## config.mk

```make
export PLATFORM = sky130hd
export DESIGN_NAME = display_pmic_rail_control_regs
export DESIGN_NICKNAME = d
export VERILOG_FILES = /design/src/verilog/display_pmic_rail_control_regs.v
export VERILOG_INCLUDE_DIRS = /design/src /design/src/inc
export SDC_FILE = /design/constraint.sdc
export NUM_CORES = 1
export LEC_CHECK = 0
export ABC_AREA = 1
export BUFFER_PORTS_ARGS = -buffer_cell sky130_fd_sc_hd__buf_2
export CAP_MARGIN = 5
export CELL_PAD_IN_SITES_DETAIL_PLACEMENT = 0
export CELL_PAD_IN_SITES_GLOBAL_PLACEMENT = 2
export CORE_MARGIN = 1.5
export CORE_UTILIZATION = 29
export CTS_BUF_LIST = sky130_fd_sc_hd__clkbuf_16
export DETAILED_ROUTE_END_ITERATION = 16
export PLACE_DENSITY = 0.68
export SLEW_MARGIN = 30
export SYNTH_ARGS = -nofsm -noshare
export SYNTH_HDL_FRONTEND = slang
export SYNTH_SLANG_ARGS = --single-unit
```

## constraint.sdc

```tcl
create_clock -name ref_clk -period 8.9 [get_ports ref_clk]
set_input_delay 0.445 -clock ref_clk [delete_from_list [all_inputs] [get_ports ref_clk]]
set_output_delay 0.445 -clock ref_clk [all_outputs]
set_load 0.1 [all_outputs]
```

## src/inc/display_pmic_map.vh

```
// address map, field positions, reset values and timing counts of the rail control bank
`ifndef DISPLAY_PMIC_MAP_VH
`define DISPLAY_PMIC_MAP_VH

// register addresses (one byte each, consecutive)
`define ADDR_TEMP_READING      8'h00
`define ADDR_RAIL_ENABLE       8'h01
`define ADDR_SOURCE_VSEL       8'h02
`define ADDR_BIAS_LOW          8'h03
`define ADDR_BIAS_HIGH         8'h04
`define ADDR_IRQ_MASK_A        8'h05
`define ADDR_IRQ_MASK_B        8'h06
`define ADDR_IRQ_FLAGS_A       8'h07
`define ADDR_IRQ_FLAGS_B       8'h08
`define ADDR_UPSEQ_STROBE      8'h09
`define ADDR_UPSEQ_DELAY       8'h0a
`define ADDR_DNSEQ_STROBE      8'h0b
`define ADDR_DNSEQ_DELAY       8'h0c
`define ADDR_THERM_CONFIG      8'h0d
`define ADDR_THERM_HOT         8'h0e
`define ADDR_RAIL_GOOD         8'h0f
`define ADDR_REVISION          8'h10

// rail enable register fields
`define EN_GO_ACTIVE           7
`define EN_GO_STANDBY          6
`define EN_PANEL_SWITCH        5
`define EN_BIAS_BUFFER         4
`define EN_POS_GATE_PUMP       3
`define EN_POS_SOURCE_REG      2
`define EN_NEG_GATE_PUMP       1
`define EN_NEG_SOURCE_REG      0

// reset values
`define RST_RAIL_ENABLE        8'h00
`define RST_SOURCE_VSEL        8'h23
`define RST_PLAIN_BYTE         8'h00
`define VSEL_RO_BIT            3

// temperature saturation limits (two's complement degrees)
`define TEMP_SAT_LOW           8'hf6
`define TEMP_SAT_HIGH          8'h55

// target address of the serial port (arbitrary value)
`define TARGET_ADDR            7'h48
// revision code (arbitrary value)
`define REVISION_CODE          8'h5a

// timing: clock period and time a mode transition takes
`define CLK_PERIOD_NS          50
`define SEQ_TIME_NS            1000
// transition length in clocks at the nominal clock, sized for the timer
`define SEQ_CYCLES_DEF         16'd20

`endif

```

## src/verilog/display_pmic_rail_control_regs.v

```verilog
// byte register bank with serial target port and rail mode control
//
// How it works
// - seventeen byte registers at addresses 00h to 10h
// - temperature is read-only, saturating two's complement
// - rail enable register resets to zero
// - writing go-active in standby starts power-up
// - go-active bit clears itself after transition
// - go-standby clears itself, and beats go-active
// - go-standby while awake powers rails down
// - bit five switches the panel supply
// - bits four, three, one enable pumps/buffer
// - positive source needs negative source enabled
// - negative source off forces positive off
// - voltage register resets 23h, bit three zero
// - three-bit voltage code resets to 3h
// - serial port, address auto-increments per byte
// - wake low holds defaults, ignores serial traffic
`include "display_pmic_map.vh"

module display_pmic_rail_control_regs #(
  parameter [15:0] SEQ_CYCLES = `SEQ_CYCLES_DEF  // length of one mode transition
) (
  // clock and reset
  input  wire       ref_clk,
  input  wire       reset,
  // wake pin
  input  wire       wake_input,
  // serial port pins (data is open drain)
  input  wire       scl_in,
  input  wire       sda_in,
  output wire       sda_out,
  output wire       sda_oe,
  // inputs from the analogue side, same clock
  input  wire [7:0] temperature_raw,
  input  wire [7:0] irq_flags_a,
  input  wire [7:0] irq_flags_b,
  input  wire [7:0] rail_good,
  // rail controls
  output reg        panel_switch_on,
  output reg        bias_buffer_on,
  output reg        pos_gate_pump_on,
  output reg        pos_source_reg_on,
  output reg        neg_gate_pump_on,
  output reg        neg_source_reg_on,
  output reg  [2:0] source_voltage_code,
  output reg        device_active
);

  // serial port states, one-hot
  localparam [6:0] S_IDLE = 7'h01;  // waiting for a start
  localparam [6:0] S_DEV  = 7'h02;  // receiving target address
  localparam [6:0] S_ACK  = 7'h04;  // driving acknowledge
  localparam [6:0] S_SUB  = 7'h08;  // receiving register address
  localparam [6:0] S_WR   = 7'h10;  // receiving write data
  localparam [6:0] S_RD   = 7'h20;  // sending read data
  localparam [6:0] S_RACK = 7'h40;  // sampling controller acknowledge

  // mode states, one-hot
  localparam [3:0] M_STANDBY = 4'h1;  // rails off, ready
  localparam [3:0] M_UP      = 4'h2;  // rails powering up
  localparam [3:0] M_ACTIVE  = 4'h4;  // rails live
  localparam [3:0] M_DOWN    = 4'h8;  // rails powering down

  // synchronisers: first stage is read only by the second
  reg        scl_meta_reg;   // scl first stage
  reg        scl_sync_reg;   // scl second stage
  reg        scl_last_reg;   // scl previous value, for edges
  reg        sda_meta_reg;   // sda first stage
  reg        sda_sync_reg;   // sda second stage
  reg        sda_last_reg;   // sda previous value
  reg        wake_meta_reg;  // wake first stage
  reg        wake_sync_reg;  // wake second stage

  // serial port state
  reg  [6:0] port_state_reg;  // current port state
  reg  [6:0] ack_to_reg;      // state entered after acknowledge
  reg  [3:0] bit_cnt_reg;     // bits moved in current byte
  reg  [7:0] rx_shift_reg;    // incoming byte
  reg  [7:0] tx_shift_reg;    // outgoing byte, msb on the wire
  reg  [7:0] reg_addr_reg;    // register pointer
  reg        ctrl_ack_reg;    // controller acknowledged last read byte
  reg        wr_stb_reg;      // one-cycle write strobe
  reg  [7:0] wr_addr_reg;     // write address
  reg  [7:0] wr_data_reg;     // write data

  // register contents
  reg  [7:0] rail_enable_reg;   // rail enable control
  reg  [7:0] source_vsel_reg;   // source voltage select
  reg  [7:0] plain_mem [0:16];  // plain read/write bytes, indexed by address
  reg  [3:0] mode_reg;          // power mode
  reg [15:0] seq_timer_reg;     // transition countdown

  // mode next values
  reg  [3:0] mode_next;
  reg [15:0] seq_timer_next;
  reg        act_clr;   // go-active request served
  reg        stby_clr;  // go-standby request served

  integer i;

  // edge and condition decode from the synchronised pins
  wire scl_rise = scl_sync_reg & ~scl_last_reg;
  wire scl_fall = ~scl_sync_reg & scl_last_reg;
  wire bus_start = scl_sync_reg & scl_last_reg & sda_last_reg & ~sda_sync_reg;
  wire bus_stop  = scl_sync_reg & scl_last_reg & ~sda_last_reg & sda_sync_reg;

  // write decode of the request bits
  wire en_write   = wr_stb_reg & (wr_addr_reg == `ADDR_RAIL_ENABLE);
  wire act_set    = en_write & wr_data_reg[`EN_GO_ACTIVE];   // only a 1 acts
  wire stby_set   = en_write & wr_data_reg[`EN_GO_STANDBY];
  wire act_pend   = rail_enable_reg[`EN_GO_ACTIVE];
  wire stby_pend  = rail_enable_reg[`EN_GO_STANDBY];

  // open drain: only ever pull low
  assign sda_out = 1'b0;
  // acknowledge, or a zero data bit, pulls the line
  assign sda_oe = (port_state_reg == S_ACK) |
                  ((port_state_reg == S_RD) & ~tx_shift_reg[7]);

  // true for bytes held as plain storage with no side effects
  function is_plain;
    input [7:0] a;
    begin
      is_plain = ((a >= `ADDR_BIAS_LOW) && (a <= `ADDR_IRQ_MASK_B)) ||
                 ((a >= `ADDR_UPSEQ_STROBE) && (a <= `ADDR_THERM_HOT));
    end
  endfunction

  // clamp the raw reading into the reported range
  function [7:0] clamp_temp;
    input [7:0] t;
    begin
      if ($signed(t) < $signed(`TEMP_SAT_LOW)) begin
        clamp_temp = `TEMP_SAT_LOW;
      end else if ($signed(t) > $signed(`TEMP_SAT_HIGH)) begin
        clamp_temp = `TEMP_SAT_HIGH;
      end else begin
        clamp_temp = t;
      end
    end
  endfunction

  // read data for an address; unmapped addresses read zero
  function [7:0] read_byte;
    input [7:0] a;
    begin
      if (is_plain(a)) begin
        read_byte = plain_mem[a[4:0]];
      end else begin
        case (a)
          `ADDR_TEMP_READING: read_byte = clamp_temp(temperature_raw);
          `ADDR_RAIL_ENABLE:  read_byte = rail_enable_reg;
          `ADDR_SOURCE_VSEL:  read_byte = source_vsel_reg;  // bit 3 held zero
          `ADDR_IRQ_FLAGS_A:  read_byte = irq_flags_a;
          `ADDR_IRQ_FLAGS_B:  read_byte = irq_flags_b;
          `ADDR_RAIL_GOOD:    read_byte = rail_good;
          `ADDR_REVISION:     read_byte = `REVISION_CODE;
          default:            read_byte = 8'h00;
        endcase
      end
    end
  endfunction

  // pin synchronisers, two flops each
  always @(posedge ref_clk or posedge reset) begin
    if (reset) begin
      scl_meta_reg  <= 1'b1;
      scl_sync_reg  <= 1'b1;
      scl_last_reg  <= 1'b1;
      sda_meta_reg  <= 1'b1;
      sda_sync_reg  <= 1'b1;
      sda_last_reg  <= 1'b1;
      wake_meta_reg <= 1'b0;
      wake_sync_reg <= 1'b0;
    end else begin
      scl_meta_reg  <= scl_in;
      scl_sync_reg  <= scl_meta_reg;
      scl_last_reg  <= scl_sync_reg;
      sda_meta_reg  <= sda_in;
      sda_sync_reg  <= sda_meta_reg;
      sda_last_reg  <= sda_sync_reg;
      wake_meta_reg <= wake_input;
      wake_sync_reg <= wake_meta_reg;
    end
  end

  // serial target: address, pointer, write strobes, read shifting
  always @(posedge ref_clk or posedge reset) begin
    if (reset) begin
      port_state_reg <= S_IDLE;
      ack_to_reg     <= S_IDLE;
      bit_cnt_reg    <= 4'h0;
      rx_shift_reg   <= 8'h00;
      tx_shift_reg   <= 8'hff;
      reg_addr_reg   <= 8'h00;
      ctrl_ack_reg   <= 1'b0;
      wr_stb_reg     <= 1'b0;
      wr_addr_reg    <= 8'h00;
      wr_data_reg    <= 8'h00;
    end else if (!wake_sync_reg) begin
      // asleep: the port neither answers nor remembers
      port_state_reg <= S_IDLE;
      ack_to_reg     <= S_IDLE;
      bit_cnt_reg    <= 4'h0;
      rx_shift_reg   <= 8'h00;
      tx_shift_reg   <= 8'hff;
      reg_addr_reg   <= 8'h00;
      ctrl_ack_reg   <= 1'b0;
      wr_stb_reg     <= 1'b0;
      wr_addr_reg    <= 8'h00;
      wr_data_reg    <= 8'h00;
    end else begin
      wr_stb_reg <= 1'b0;
      if (bus_start) begin
        // start or repeated start always restarts address reception
        port_state_reg <= S_DEV;
        bit_cnt_reg    <= 4'h0;
      end else if (bus_stop) begin
        port_state_reg <= S_IDLE;
      end else begin
        case (port_state_reg)
          S_DEV, S_SUB, S_WR: begin
            if (scl_rise && (bit_cnt_reg != 4'h8)) begin
              // data is sampled on the rising clock edge
              rx_shift_reg <= {rx_shift_reg[6:0], sda_sync_reg};
              bit_cnt_reg  <= bit_cnt_reg + 4'h1;
            end else if (scl_fall && (bit_cnt_reg == 4'h8)) begin
              bit_cnt_reg <= 4'h0;
              if (port_state_reg == S_DEV) begin
                if (rx_shift_reg[7:1] == `TARGET_ADDR) begin
                  port_state_reg <= S_ACK;
                  ack_to_reg     <= rx_shift_reg[0] ? S_RD : S_SUB;
                  tx_shift_reg   <= read_byte(reg_addr_reg);
                end else begin
                  // another target: stay off the line until next start
                  port_state_reg <= S_IDLE;
                end
              end else if (port_state_reg == S_SUB) begin
                reg_addr_reg   <= rx_shift_reg;
                port_state_reg <= S_ACK;
                ack_to_reg     <= S_WR;
              end else begin
                // every data byte is acknowledged, even when unmapped
                wr_stb_reg     <= 1'b1;
                wr_addr_reg    <= reg_addr_reg;
                wr_data_reg    <= rx_shift_reg;
                reg_addr_reg   <= reg_addr_reg + 8'h01;
                port_state_reg <= S_ACK;
                ack_to_reg     <= S_WR;
              end
            end
          end
          S_ACK: begin
            // release acknowledge on the falling edge that ends it
            if (scl_fall) begin
              port_state_reg <= ack_to_reg;
              bit_cnt_reg    <= 4'h0;
            end
          end
          S_RD: begin
            if (scl_fall) begin
              if (bit_cnt_reg == 4'h7) begin
                port_state_reg <= S_RACK;
                bit_cnt_reg    <= 4'h0;
              end else begin
                tx_shift_reg <= {tx_shift_reg[6:0], 1'b1};
                bit_cnt_reg  <= bit_cnt_reg + 4'h1;
              end
            end
          end
          S_RACK: begin
            if (scl_rise) begin
              ctrl_ack_reg <= ~sda_sync_reg;
            end else if (scl_fall) begin
              if (ctrl_ack_reg) begin
                // next byte from the following address
                reg_addr_reg   <= reg_addr_reg + 8'h01;
                tx_shift_reg   <= read_byte(reg_addr_reg + 8'h01);
                port_state_reg <= S_RD;
              end else begin
                port_state_reg <= S_IDLE;
              end
            end
          end
          S_IDLE: begin
            bit_cnt_reg <= 4'h0;
          end
          default: begin
            port_state_reg <= S_IDLE;
          end
        endcase
      end
    end
  end

  // mode sequencing; standby requests are looked at first
  always @* begin
    mode_next      = mode_reg;
    seq_timer_next = seq_timer_reg;
    act_clr        = 1'b0;
    stby_clr       = 1'b0;
    case (mode_reg)
      M_STANDBY: begin
        if (stby_pend) begin
          // already down: both requests retire, standby wins
          stby_clr = 1'b1;
          act_clr  = 1'b1;
        end else if (act_pend) begin
          mode_next      = M_UP;
          seq_timer_next = SEQ_CYCLES;
        end
      end
      M_UP: begin
        if (stby_pend) begin
          mode_next      = M_DOWN;
          seq_timer_next = SEQ_CYCLES;
          act_clr        = 1'b1;
        end else if (seq_timer_reg == 16'h0000) begin
          mode_next = M_ACTIVE;
          act_clr   = 1'b1;
        end else begin
          seq_timer_next = seq_timer_reg - 16'h0001;
        end
      end
      M_ACTIVE: begin
        if (stby_pend) begin
          mode_next      = M_DOWN;
          seq_timer_next = SEQ_CYCLES;
          act_clr        = 1'b1;
        end else if (act_pend) begin
          act_clr = 1'b1;  // nothing to do
        end
      end
      M_DOWN: begin
        if (seq_timer_reg == 16'h0000) begin
          mode_next = M_STANDBY;
          stby_clr  = 1'b1;
        end else begin
          seq_timer_next = seq_timer_reg - 16'h0001;
        end
      end
      default: begin
        mode_next = M_STANDBY;
      end
    endcase
  end

  // register storage, mode and transition timer
  always @(posedge ref_clk or posedge reset) begin
    if (reset) begin
      rail_enable_reg <= `RST_RAIL_ENABLE;
      source_vsel_reg <= `RST_SOURCE_VSEL;
      mode_reg        <= M_STANDBY;
      seq_timer_reg   <= 16'h0000;
      for (i = 0; i < 17; i = i + 1) begin
        plain_mem[i] <= `RST_PLAIN_BYTE;
      end
    end else if (!wake_sync_reg) begin
      // sleep returns everything to defaults
      rail_enable_reg <= `RST_RAIL_ENABLE;
      source_vsel_reg <= `RST_SOURCE_VSEL;
      mode_reg        <= M_STANDBY;
      seq_timer_reg   <= 16'h0000;
      for (i = 0; i < 17; i = i + 1) begin
        plain_mem[i] <= `RST_PLAIN_BYTE;
      end
    end else begin
      mode_reg      <= mode_next;
      seq_timer_reg <= seq_timer_next;
      // a request written in the cycle it is served is kept
      rail_enable_reg[`EN_GO_ACTIVE]  <= act_set | (act_pend & ~act_clr);
      rail_enable_reg[`EN_GO_STANDBY] <= stby_set | (stby_pend & ~stby_clr);
      if (en_write) begin
        rail_enable_reg[5:0] <= wr_data_reg[5:0];
      end
      if (wr_stb_reg && (wr_addr_reg == `ADDR_SOURCE_VSEL)) begin
        // bit 3 stays zero, other bits written
        source_vsel_reg <= wr_data_reg & ~(8'h01 << `VSEL_RO_BIT);
      end
      if (wr_stb_reg && is_plain(wr_addr_reg)) begin
        plain_mem[wr_addr_reg[4:0]] <= wr_data_reg;
      end
      // writes to read-only addresses fall through untouched
    end
  end

  // rail drives follow the enables only while rails are live
  always @(posedge ref_clk or posedge reset) begin
    if (reset) begin
      panel_switch_on     <= 1'b0;
      bias_buffer_on      <= 1'b0;
      pos_gate_pump_on    <= 1'b0;
      pos_source_reg_on   <= 1'b0;
      neg_gate_pump_on    <= 1'b0;
      neg_source_reg_on   <= 1'b0;
      source_voltage_code <= 3'h3;
      device_active       <= 1'b0;
    end else begin
      device_active       <= (mode_reg == M_ACTIVE);
      panel_switch_on     <= (mode_reg == M_ACTIVE) & rail_enable_reg[`EN_PANEL_SWITCH];
      bias_buffer_on      <= (mode_reg == M_ACTIVE) & rail_enable_reg[`EN_BIAS_BUFFER];
      pos_gate_pump_on    <= (mode_reg == M_ACTIVE) & rail_enable_reg[`EN_POS_GATE_PUMP];
      neg_gate_pump_on    <= (mode_reg == M_ACTIVE) & rail_enable_reg[`EN_NEG_GATE_PUMP];
      neg_source_reg_on   <= (mode_reg == M_ACTIVE) & rail_enable_reg[`EN_NEG_SOURCE_REG];
      // positive source only behind an enabled negative source
      pos_source_reg_on   <= (mode_reg == M_ACTIVE) & rail_enable_reg[`EN_POS_SOURCE_REG] &
                             rail_enable_reg[`EN_NEG_SOURCE_REG];
      // invalid codes pass through unchecked, the host must avoid them
      source_voltage_code <= source_vsel_reg[2:0];
    end
  end

endmodule // display_pmic_rail_control_regs

```

==> impl_metrics.py <==
metrics = {
    "status": {
        "status": "finished, violations left",
        "violations": "negative hold slack",
    },
    "final_layout": {
        "drive_gt1_share_pct": 9.15,
        "most-common-layout-cells": "493 x nand2_1, 254 x inv_1, 213 x dfrtp_1",
        "fill_cells": 5266,
        "largest_register_ffs": 128,
        "final_common_cell": "nand2_1",
        "final_util_pct": 33.0,
        "diodes": 0,
        "final_nets": 2025,
        "area_growth_pct": 11.7,
    },
    "clock_network": {
        "clkSinkCount": 238,
        "clkLatencyLatePin_ns": 0.59,
        "post-cts-setup-buffer-count": 0,
        "cts_buffer_depth": 3,
        "cts-root-buf": "clkbuf_16",
        "cts_tree": "done",
        "clk_pin_slew_ns": 0.07,
        "htreeDepth": 1,
        "cts_buffers": 30,
    },
    "pwr": {
        "ir_worst_vdd_mv": 0.166,
        "switchingPower_uw": 1890,
        "power.internal_uw": 2380,
        "total_power_uw": 4270,
        "p_per_area_nw_per_um2": 271,
        "pwr-share-comb_pct": 40.9,
        "p_leak_uw": 0.00774,
        "clock_power_share_pct": 28.8,
        "pwr-share-seq_pct": 30.2,
        "p_sw_share_pct": 44.3,
    },
    "timing": {
        "slew_violations": 0,
        "report.final.hold_viol_count": 64,
        "setup_violations": 0,
        "setup_tns_ns": 0,
        "rsz0062_at_grt": "false",
        "max_freq_mhz": 272,
        "finClkSkew_ns": 0.0138,
        "post-route-period-util_pct": 41.3,
        "hold_ws_ns": -0.0583,
        "maxSlewHeadroom_pct": 31.6,
        "min_period_ns": 3.67,
        "worst_slew_pin_slew_ns": 1.02,
    },
    "setup_path": {
        "slowest_stage": "dfrtp_4",
        "crit_fanout": 83,
        "r2r_slack_ns": 5.23,
        "r2r_end": "tx_shift_reg[0]",
        "crit_path_end_kind": "flop",
        "cpLargestDelayFamily": "buffers and inverters",
        "cpMostUsedCell": "nand2_1",
        "crit_arrival_ns": 4.19,
        "crit_type": "flop to flop",
        "timing.rr.start": "reg_addr_reg[0]",
        "path_buf_inv": 3,
        "cp-start-kind": "flop",
        "crit_chain": "inv_2, ha_1, inv_2, buf_4, a21oi_1, o21ai_0, o21ai_0, nand2_1, nand2_1, nor3_1, nor2_1, nor2_1, nand2_1, a21oi_1",
        "critPathRequiredTime_ns": 9.42,
        "reg2reg_depth": 14,
        "crit_path_max_incr_delay_ns": 0.95,
    },
    "floorplan": {
        "fp.dieW_um": 224,
        "initial_utilization_pct": 29.5,
        "die-area_um2": 50000,
        "row_count": 80,
        "io_pins": 49,
        "die_y_um": 224,
        "core_area_um2": 47800,
    },
    "routing": {
        "wire_per_inst_um": 19.8,
        "drcViolationCount": 0,
        "ant_nets": 0,
        "routed-via-count": 13300,
        "drt_first_pass_iters": 6,
        "via_per_inst": 5.10,
        "wirelength_mm": 51.8,
        "drt_iter0_markers": 1112,
    },
    "synthesis": {
        "synth_cells": 1982,
        "yosysWarnings": 0,
        "syn_nets": 2029,
        "ys_types": 48,
        "ys_seq_elements": 238,
        "ys.flop_type": "dfrtp_1",
        "synth_edf_count": 0,
        "synthArstFlopShare_pct": 100,
        "syn_area_per_cell_um2": 7.12,
        "ys_seq_area_share_pct": 42.4,
        "synth_area_um2": 14100,
    },
    "global_route": {
        "grt_usage_pct": 20.9,
        "grt_overflow": 0,
        "antenna_found_initial": 1,
        "grt_pass1_wl_mm": 79.9,
        "grt_pass1_vias": 12800,
        "grt_max_degree": 119,
    },
    "placement": {
        "io_buffers": 47,
        "dp_hpwl_mm": 35.8,
        "gp_congestion": 0.872,
    },
    "run": {
        "drv_cap": 0,
    },
    "worst_hold_path": {
        "hp-class": "input pin to async pin",
    },
}
-- worst register-to-register path, stage by stage (launching register included) --
cell and delay (ns):
dfrtp_4 0.95, inv_2 0.21, ha_1 0.38, inv_2 0.46
buf_4 0.40, a21oi_1 0.07, o21ai_0 0.09, o21ai_0 0.11
nand2_1 0.08, nand2_1 0.05, nor3_1 0.42, nor2_1 0.09
nor2_1 0.11, nand2_1 0.06, a21oi_1 0.13
-- logic make-up after synthesis --
kind of cell | synth area share (%)
flip-flops | 42.4
buffers and inverters | 10.3
XOR/XNOR | 0.434
AO/OA/AOI/OAI | 17.0
other | 0.0266
AND/OR/NAND/NOR | 28.9
adder cells (fa/ha/maj) | 0.887
-- cell type report --
class | instances | area, um2 | share of cell area [%]
clock buffers | 31 | 776 | 4.92
clock inverters | 23 | 194 | 1.23
inverters | 262 | 996 | 6.32
multi-input cells | 1384 | 6680 | 42.3
flip-flops and latches | 238 | 5990 | 38.0
well taps | 615 | 769 | 4.88
repair buffers | 62 | 363 | 2.30
-- timing repair --
item / 4_1_cts / 5_1_grt
hold endpoints to repair: 3 / 0
gates resized for setup: 0 / 0
hold buffers: 3 / 0
-- power by group through the flow --
stage / Clock, uW / Sequential (uW) / Combinational, uW
finish: 1230 / 1290 / 1750
global route: 1310 / 1300 / 1960
CTS: 1260 / 1290 / 1750
detailed placement: 0 / 1310 / 1750
global placement: 0 / 1310 / 1750
floorplan: 0 / 1240 / 1250
-- worst max-delay path by stage --
stage | start | end | cells after the start
after floorplan | reset | ack_to_reg[3] | 1
after global placement | reg_addr_reg[0] | tx_shift_reg[5] | 13
after detailed placement | reg_addr_reg[0] | tx_shift_reg[5] | 13
after CTS | reg_addr_reg[0] | tx_shift_reg[5] | 13
after global routing | reg_addr_reg[0] | tx_shift_reg[5] | 14
final | reg_addr_reg[0] | tx_shift_reg[0] | 14
-- synth_stat cells, types with 2 or more instances --
cell type  count  area, um2
or2_2          2       12.5
o31ai_1        2       15.0
nor2_4         8       90.1
buf_1         16       60.1
nor4_1         4       25.0
o22ai_1       61        382
nand4_1       55        344
nand2_1      493       1850
a211oi_1       2       15.0
inv_1        253        950
o2111ai_1     10       87.6
nand3_2        4       40.0
o21a_1         2       15.0
xor2_1         6       52.6
a31oi_1        2       12.5
clkbuf_1      33        124
nor2_1       186        698
nor2_2         9       56.3
buf_6          3       33.8
inv_2          8       30.0
nand3_1      134        671
nand4_4        2       42.5
nand2_2       11       68.8
o21ai_1       11       55.1
nor3_1        23        115
dfrtp_1      216       5410
ha_1          10        125
o21ai_0      177        886
o211ai_1      24        180
a21oi_1      121        606
nor3_2         2       20.0
buf_4          8       60.1
a22oi_1       11       82.6
buf_2         38        190
dfstp_2       22        578
-- routing by layer --
metal | track usage (%) | wire length (um) | vias to the layer above
li1 | - | - | 6510
met1 | 30.4 | 24900 | 6408
met2 | 31.9 | 22600 | 355
met3 | 3.37 | 3160 | 64
met4 | 5.58 | 1100 | 0
met5 | 0 | 0 | -
-- per-stage QoR --
step           instances  area [um2]  hold slack [ns]  setup WS [ns]
2_1_floorplan       1982       14100            0.331           1.96
3_3_place_gp        2558       14800            0.333           4.90
3_5_place_dp        2558       14800            0.337           4.87
4_1_cts             2615       15800            0.103           4.85
5_1_grt             2615       15800          0.00181           4.87
6_report            2615       15800          -0.0583           5.23
Power figures use the tool's default switching activity.
